File: src/logic/atb_pkg.sv
// Package: register map, field layout and fuse order of the trim bank
package atb_pkg;
  // ==========================================================
  // Register indices (byte address is four times the index)
  localparam logic [9:0] IDX_OFF_A   = 10'h34C;
  localparam logic [9:0] IDX_OFF_B   = 10'h34E;
  localparam logic [9:0] IDX_GA0_DUAL = 10'h350;
  localparam logic [9:0] IDX_GA1_DUAL = 10'h351;
  localparam logic [9:0] IDX_GB0_DUAL = 10'h352;
  localparam logic [9:0] IDX_GB1_DUAL = 10'h353;
  localparam logic [9:0] IDX_GA0_SNGL = 10'h354;
  localparam logic [9:0] IDX_GA1_SNGL = 10'h355;
  localparam logic [9:0] IDX_GB0_SNGL = 10'h356;
  localparam logic [9:0] IDX_GB1_SNGL = 10'h357;
  // ==========================================================
  // Storage slots, also the fuse word order
  localparam int          NUM_SLOT = 10;
  localparam logic [3:0] SLOT_OFF_A   = 4'h0;
  localparam logic [3:0] SLOT_OFF_B   = 4'h1;
  localparam logic [3:0] SLOT_GA0_DUAL = 4'h2;
  localparam logic [3:0] SLOT_GA1_DUAL = 4'h3;
  localparam logic [3:0] SLOT_GB0_DUAL = 4'h4;
  localparam logic [3:0] SLOT_GB1_DUAL = 4'h5;
  localparam logic [3:0] SLOT_GA0_SNGL = 4'h6;
  localparam logic [3:0] SLOT_GA1_SNGL = 4'h7;
  localparam logic [3:0] SLOT_GB0_SNGL = 4'h8;
  localparam logic [3:0] SLOT_GB1_SNGL = 4'h9;
  localparam logic [3:0] SLOT_LAST     = 4'h9;
  // ==========================================================
  // Field widths and reset values
  localparam int          REG_W     = 16;
  localparam int          OFFSET_W  = 12;
  localparam int          GAIN_W    = 5;
  localparam int          GAIN_REG_W = 8;
  localparam logic [15:0] REG_RESET = 16'h0000;
  localparam logic [31:0] RD_UNMAPPED = 32'h0000_0000;
  // ==========================================================
  // Fuse loader states
  typedef enum logic [2:0] {
    FL_IDLE = 3'b001,
    FL_REQ  = 3'b010,
    FL_DONE = 3'b100
  } atb_fuse_st_t;
endpackage

File: src/logic/atb_fuse_loader.sv
// Fuse loader: walks every trim slot once after reset
`timescale 1ns/1ns
module atb_fuse_loader
  import atb_pkg::*;
(
  input  wire logic        core_clk,
  input  wire logic        rst_n,
  output logic             fuseReq,
  output logic [3:0]       fuseIdx,
  input  wire logic        fuseAck,
  input  wire logic [15:0] fuseData,
  output logic             loadValid,
  output logic [3:0]       loadIdx,
  output logic [15:0]      loadData,
  output logic             busy
);
  typedef struct packed {
    atb_fuse_st_t st;
    logic [3:0]   idx;
    logic         vld;
    logic [3:0]   lIdx;
    logic [15:0]  lData;
  } atb_fl_t;
  atb_fl_t q;
  atb_fl_t d;

  // ==========================================================
  // Next state: one request per slot, data handed on as a pulse
  always_comb
  begin
    d = q;
    d.vld = 1'b0;
    unique case (q.st)
      FL_IDLE: d.st = FL_REQ;
      FL_REQ:
      begin
        if (fuseAck)
        begin
          d.vld   = 1'b1;
          d.lIdx  = q.idx;
          d.lData = fuseData;
          if (q.idx == SLOT_LAST)
            d.st = FL_DONE;
          else
            d.idx = q.idx + 4'h1;
        end
      end
      FL_DONE: d.st = FL_DONE;
    endcase
  end

  // State register
  always_ff @(posedge core_clk)
  begin
    if (!rst_n)
      q <= '{st: FL_IDLE, idx: 4'h0, vld: 1'b0, lIdx: 4'h0, lData: REG_RESET};
    else
      q <= d;
  end

  assign fuseReq   = (q.st == FL_REQ);
  assign fuseIdx   = q.idx;
  assign loadValid = q.vld;
  assign loadIdx   = q.lIdx;
  assign loadData  = q.lData;
  assign busy      = (q.st != FL_DONE) || q.vld; // Bus held off until last word lands
endmodule // atb_fuse_loader

File: src/logic/atb_trim_select.sv
// Trim select: routes stored trims to the converter cores
`timescale 1ns/1ns
module atb_trim_select
  import atb_pkg::*;
(
  input  wire logic                            core_clk,
  input  wire logic                            rst_n,
  input  wire logic [NUM_SLOT-1:0][REG_W-1:0]  trim,
  input  wire logic                            singleChannel,
  input  wire logic                            calEnable,
  input  wire logic                            sampleInputB,
  output logic [OFFSET_W-1:0]                  coreBOffset,
  output logic [GAIN_W-1:0]                    coreAGain0,
  output logic [GAIN_W-1:0]                    coreAGain1,
  output logic [GAIN_W-1:0]                    coreBGain0,
  output logic [GAIN_W-1:0]                    coreBGain1
);
  typedef struct packed {
    logic [OFFSET_W-1:0] off;
    logic [GAIN_W-1:0]   a0;
    logic [GAIN_W-1:0]   a1;
    logic [GAIN_W-1:0]   b0;
    logic [GAIN_W-1:0]   b1;
  } atb_sel_t;
  atb_sel_t q;
  atb_sel_t d;

  // Low gain field of a slot
  function automatic logic [GAIN_W-1:0] gainOf(input logic [3:0] s);
    gainOf = trim[s][GAIN_W-1:0];
  endfunction

  // ==========================================================
  // Offset by sampled input, one pair for both modes; gain set by mode
  always_comb
  begin
    d = q;
    if (!calEnable)
      d.off = '0;
    else if (sampleInputB)
      d.off = trim[SLOT_OFF_B][OFFSET_W-1:0];
    else
      d.off = trim[SLOT_OFF_A][OFFSET_W-1:0];
    if (singleChannel)
    begin
      d.a0 = gainOf(SLOT_GA0_SNGL);
      d.a1 = gainOf(SLOT_GA1_SNGL);
      d.b0 = gainOf(SLOT_GB0_SNGL);
      d.b1 = gainOf(SLOT_GB1_SNGL);
    end
    else
    begin
      d.a0 = gainOf(SLOT_GA0_DUAL);
      d.a1 = gainOf(SLOT_GA1_DUAL);
      d.b0 = gainOf(SLOT_GB0_DUAL);
      d.b1 = gainOf(SLOT_GB1_DUAL);
    end
  end

  // Output register
  always_ff @(posedge core_clk)
  begin
    if (!rst_n)
      q <= '0;
    else
      q <= d;
  end

  assign coreBOffset = q.off;
  assign coreAGain0  = q.a0;
  assign coreAGain1  = q.a1;
  assign coreBGain0  = q.b0;
  assign coreBGain1  = q.b1;
endmodule // atb_trim_select

File: src/logic/atb_trim_bank.sv
// Trim bank top: Avalon-MM slave, trim storage, fuse load and routing
`timescale 1ns/1ns
module atb_trim_bank
  import atb_pkg::*;
#(
  parameter int ADDR_W = 12
)
(
  input  wire logic               core_clk,
  input  wire logic               rst_n,
  input  wire logic [ADDR_W-1:0]  avs_address,
  input  wire logic               avs_read,
  input  wire logic               avs_write,
  input  wire logic [31:0]        avs_writedata,
  input  wire logic [3:0]         avs_byteenable,
  output logic [31:0]             avs_readdata,
  output logic                    avs_waitrequest,
  output logic                    fuseReq,
  output logic [3:0]              fuseIdx,
  input  wire logic               fuseAck,
  input  wire logic [15:0]        fuseData,
  input  wire logic               singleChannel,
  input  wire logic               calEnable,
  input  wire logic               sampleInputB,
  output logic [OFFSET_W-1:0]     coreBOffset,
  output logic [GAIN_W-1:0]       coreAGain0,
  output logic [GAIN_W-1:0]       coreAGain1,
  output logic [GAIN_W-1:0]       coreBGain0,
  output logic [GAIN_W-1:0]       coreBGain1,
  output logic                    trimLoaded
);
  // ==========================================================
  // Elaboration check
  if (ADDR_W < 12)
  begin : gAddrCheck
    $error("ADDR_W too narrow for the trim bank map");
  end

  // ==========================================================
  // State
  typedef struct packed {
    logic [NUM_SLOT-1:0][REG_W-1:0] trim;
    logic                           rdValid;
    logic [31:0]                    rdData;
  } atb_state_t;
  atb_state_t q;
  atb_state_t d;

  logic        loadValid;
  logic [3:0]  loadIdx;
  logic [15:0] loadData;
  logic        busy;
  logic [9:0]  regIdx;
  logic        hit;
  logic [3:0]  slot;

  // ==========================================================
  // Address decode: word index to storage slot
  function automatic logic [4:0] decodeSlot(input logic [9:0] idx);
    unique case (idx)
      IDX_OFF_A:    decodeSlot = {1'b1, SLOT_OFF_A};
      IDX_OFF_B:    decodeSlot = {1'b1, SLOT_OFF_B};
      IDX_GA0_DUAL: decodeSlot = {1'b1, SLOT_GA0_DUAL};
      IDX_GA1_DUAL: decodeSlot = {1'b1, SLOT_GA1_DUAL};
      IDX_GB0_DUAL: decodeSlot = {1'b1, SLOT_GB0_DUAL};
      IDX_GB1_DUAL: decodeSlot = {1'b1, SLOT_GB1_DUAL};
      IDX_GA0_SNGL: decodeSlot = {1'b1, SLOT_GA0_SNGL};
      IDX_GA1_SNGL: decodeSlot = {1'b1, SLOT_GA1_SNGL};
      IDX_GB0_SNGL: decodeSlot = {1'b1, SLOT_GB0_SNGL};
      IDX_GB1_SNGL: decodeSlot = {1'b1, SLOT_GB1_SNGL};
      default:      decodeSlot = 5'h00;
    endcase
  endfunction

  // Offset registers are 16 bits wide, gain registers 8
  function automatic logic isWide(input logic [3:0] s);
    isWide = (s == SLOT_OFF_A) || (s == SLOT_OFF_B);
  endfunction

  assign regIdx = avs_address[11:2];
  assign {hit, slot} = decodeSlot(regIdx);

  // ==========================================================
  // Fuse loader
  atb_fuse_loader uLoader (
    .core_clk  (core_clk),
    .rst_n     (rst_n),
    .fuseReq   (fuseReq),
    .fuseIdx   (fuseIdx),
    .fuseAck   (fuseAck),
    .fuseData  (fuseData),
    .loadValid (loadValid),
    .loadIdx   (loadIdx),
    .loadData  (loadData),
    .busy      (busy)
  );

  // ==========================================================
  // Next state: fuse words, bus writes, registered read data
  always_comb
  begin
    d = q;
    d.rdValid = 1'b0;
    if (loadValid)
    begin
      // Fuse default lands in its slot
      if (isWide(loadIdx))
        d.trim[loadIdx] = loadData;
      else
        d.trim[loadIdx] = {8'h00, loadData[GAIN_REG_W-1:0]};
    end
    else if (!busy && avs_write && hit)
    begin
      // Byte lanes 0 and 1; narrow registers take lane 0 only
      if (avs_byteenable[0])
        d.trim[slot][7:0] = avs_writedata[7:0];
      if (avs_byteenable[1] && isWide(slot))
        d.trim[slot][15:8] = avs_writedata[15:8];
    end
    if (!busy && avs_read && !q.rdValid)
    begin
      d.rdValid = 1'b1;
      d.rdData  = hit ? {16'h0000, q.trim[slot]} : RD_UNMAPPED;
    end
  end

  // State register
  always_ff @(posedge core_clk)
  begin
    if (!rst_n)
      q <= '0;
    else
      q <= d;
  end

  // ==========================================================
  // Bus answers: writes in one cycle, reads in two
  assign avs_waitrequest = busy || (avs_read && !q.rdValid);
  assign avs_readdata    = q.rdData;
  assign trimLoaded      = !busy;

  // ==========================================================
  // Routing to the cores
  atb_trim_select uSelect (
    .core_clk      (core_clk),
    .rst_n         (rst_n),
    .trim          (q.trim),
    .singleChannel (singleChannel),
    .calEnable     (calEnable),
    .sampleInputB  (sampleInputB),
    .coreBOffset   (coreBOffset),
    .coreAGain0    (coreAGain0),
    .coreAGain1    (coreAGain1),
    .coreBGain0    (coreBGain0),
    .coreBGain1    (coreBGain1)
  );
endmodule // atb_trim_bank

File: config.mk
export PLATFORM = sky130hd
export DESIGN_NAME = atb_trim_bank
export DESIGN_NICKNAME = d
export VERILOG_FILES = /design/src/logic/atb_pkg.sv /design/src/logic/atb_fuse_loader.sv /design/src/logic/atb_trim_select.sv /design/src/logic/atb_trim_bank.sv
export SDC_FILE = /design/constraint.sdc
export NUM_CORES = 1
export LEC_CHECK = 0
export CAP_MARGIN = 5
export CORE_UTILIZATION = 25
export CTS_CLUSTER_SIZE = 16
export DETAILED_ROUTE_END_ITERATION = 10
export DONT_BUFFER_PORTS = 1
export PLACE_DENSITY = 0.45
export REMOVE_ABC_BUFFERS = 1
export SKIP_LAST_GASP = 1
export SLEW_MARGIN = 0
export SYNTH_ARGS = -nofsm -noshare
export SYNTH_HDL_FRONTEND = slang
export SYNTH_SLANG_ARGS = --single-unit
export TNS_END_PERCENT = 50
File: constraint.sdc
create_clock -name core_clk -period 6.55 [get_ports core_clk]
set_clock_uncertainty 0.1 [all_clocks]
set_input_delay 1.31 -clock core_clk [delete_from_list [all_inputs] [get_ports core_clk]]
set_output_delay 1.31 -clock core_clk [all_outputs]
set_load 0.01 [all_outputs]
==> impl_metrics.yaml <==
status:
  status: "finished clean"
floorplan:
  initial_core_util_pct: 25.5
  die_area_mm2: 0.0451
  dieWidth_um: 212
  core_mm2: 0.0434
  num_rows: 76
  io_pins: 143
  fp.dieH_um: 212
worst_setup_path:
  worst-path-stages: 5
  cp_top_family: "simple AND/OR/NAND/NOR gates"
  crit_buf_inv: 0
  end_kind: "flip-flop"
  cp_max_fo: 17
  reg2reg_depth: 5
  start_kind: "primary input"
  cpMaxStageDelayCell: "o31ai_4"
  arrival_ns: 4.01
  crit_path_max_incr_delay_ns: 0.89
  crit_path_cell_trace: "and4b_1 -> nand3_1 -> o31ai_4 -> nor2_1 -> a211oi_2"
  worstPathRequired_ns: 6.94
  path_class: "in -> reg"
synth:
  postSynthRegisterBits: 237
  synthArstFlopShare_pct: 0
  synth.most_common_cell: "dfxtp_1"
  synth_top_cell_by_area: "dfxtp_1"
  syn_avg_cell_area_um2: 8.68
  ys_types: 70
  synth-edff-count: 0
  synth_flop_cell: "dfxtp_1"
  synthDominantCellAreaShare_pct: 42.9
  netlist_area_mm2: 0.0111
  netlist_instances: 1275
  yosysWarnings: 0
  ys_top_cells_by_count: "dfxtp_1, a21oi_1, nand2_1"
  ys_seq_area_share_pct: 42.9
  synthTopCellsByArea: "dfxtp_1, a21oi_1, mux2i_1"
grt:
  antenna_found_initial: 0
  grt_first_pass_wirelength_um: 60600
  gr-total-overflow: 0
  grt_usage_pct: 18.0
  grt_max_degree: 71
  grt_pass1_vias: 9139
finish:
  post-route-util_pct: 28.2
  seqCellArea_mm2: 0.00474
  multi_input_area_mm2: 0.00564
  finalInstanceArea_mm2: 0.0122
  syn2layout_area_growth_pct: 10.6
  fill_cells: 4681
  finalNetCount: 1272
  drive_gt1_share_pct: 7.79
placed_design:
  port_buffers: 0
  gp_congestion: 0.873
  dpl.hpwl_um: 28700
  placed_area_mm2: 0.0112
route:
  wire_per_inst_um: 22.5
  first_pass_iters: 5
  drc_errors: 0
  wl_um: 40600
  num_vias: 9411
  drt_iter0_markers: 810
  vias_per_cell: 5.21
  ant_nets: 0
pwr:
  p_leak_nw: 4.19
  powerDensity_mw_per_mm2: 270
  peakVddDrop_uv: 190
timing:
  whs_ns: 0.356
  hold_viol: 0
  max_freq_mhz: 276
  max_slew.worst_pin.slew_ns: 1.18
  post-route-min-period_ns: 3.63
  rsz0062_at_grt: "false"
  slew_viol_final: 0
  period_share_pct: 55.4
  slew_headroom_pct: 21.5
  setup_viol: 0
  tns_ns: 0
clocking:
  cts_buffer_depth: 3
  cts_tree: "done"
  post_cts_buffers: 0
  clkTransAtPathRegs_ns: 0.06
  cts-root-buf: "clkbuf_16"
  cts_num_sinks: 237
  holdBufCountCts: 0
  htree_levels: 1
  cts_made_buffers: 29
  worstSkewPairLatency_ns: 0.57
  post_cts_resized: 0
hold_path:
  hp-class: "reg -> reg"
  hold_path_depth: 1
job:
  cap_violations: 0
==> cell type report <==
| cell class | instances | area share [%] |
|---|---|---|
| antenna | 1 | 0.0204 |
| clock buffer | 42 | 7.06 |
| clock inverter | 11 | 1.35 |
| inverter | 4 | 0.143 |
| multi-input combinational | 917 | 46.1 |
| sequential | 237 | 38.8 |
| tap | 585 | 5.98 |
| timing repair buffer | 9 | 0.552 |
==> per-layer routing <==
layer,track usage (%),part of all wire (%),up-vias
met5,0,0,-
li1,-,-,4457
met3,3.97,7.9,67
met2,28.8,46,352
met4,6.05,2.6,0
met1,23.9,44,4535
==> metrics by stage <==
step | setup slack (ns) | instances | total power, mW
global placement | 2.43 | 1752 | 1.62
finish | 2.92 | 1806 | 3.30
global route | 2.74 | 1805 | 3.42
CTS | 2.96 | 1805 | 3.35
floorplan | 1.83 | 1158 | 1.57
detailed placement | 2.35 | 1752 | 1.62
==> logic make-up after synthesis <==
group,count (synthesis),share of synthesized area (%)
AOI/OAI and AO/OA,428,25.6
and+or+nand+nor,415,19.3
DFF,237,42.9
buffers and inverters,136,6.79
muxes,53,4.91
xor gates and xnor gates,3,0.238
adders and majority gates,2,0.226
other,1,0.0339
==> cell usage in the layout (no fill, tap or decap), types with 4 or more instances in the layout <==
cell / n
dfxtp_1: 237
a21oi_1: 128
nand2_1: 125
nor2_1: 90
o21ai_0: 90
and2_1: 79
nand3_1: 55
mux2i_1: 52
o22ai_1: 29
clkbuf_16: 29
o22a_1: 21
a211oi_1: 19
a221oi_1: 16
o221ai_1: 16
conb_1: 16
a22oi_1: 14
a2bb2oi_1: 12
a311oi_1: 11
o31ai_1: 11
or4_1: 10
clkbuf_8: 9
buf_4: 9
a32oi_1: 8
o211a_1: 8
o21ai_1: 7
a21o_1: 7
nand2b_1: 6
nand4_1: 6
nor2b_1: 5
a211oi_2: 5
o21ai_2: 5
clkinv_2: 5
and2_0: 4
and3_1: 4
and3b_1: 4
o211ai_1: 4
bufinv_16: 4
clkbuf_1: 4
==> worst paths after layout <==
path / from / to / slack, ns
max: avs_address[5] / q[103]$_SDFFE_PN0P_ / 2.92
min: q[79]$_SDFFE_PN0P_ / q[79]$_SDFFE_PN0P_ / 0.36
max reg2reg: uLoader.q[26]$_SDFFE_PN0P_ / q[48]$_SDFFE_PN0P_ / 3.56
min reg2reg: q[79]$_SDFFE_PN0P_ / q[79]$_SDFFE_PN0P_ / 0.36
==> power by group <==
group	leakage, nW	internal, mW	switching [mW]
Sequential	1.91	1.45	0.00790
Clock	0.513	1.07	0.648
Combinational	1.77	0.0359	0.0938
Total	4.19	2.55	0.750
==> state kept, by name (all words and copies together), names as in the netlist, 5 cells and up <==
name and count:
q 161, avs_readdata 16, uLoader.loadData 16, uSelect.coreBOffset 12, uSelect.coreAGain0 5, uSelect.coreAGain1 5
uSelect.coreBGain0 5, uSelect.coreBGain1 5
(Power assumes the default switching activity.)
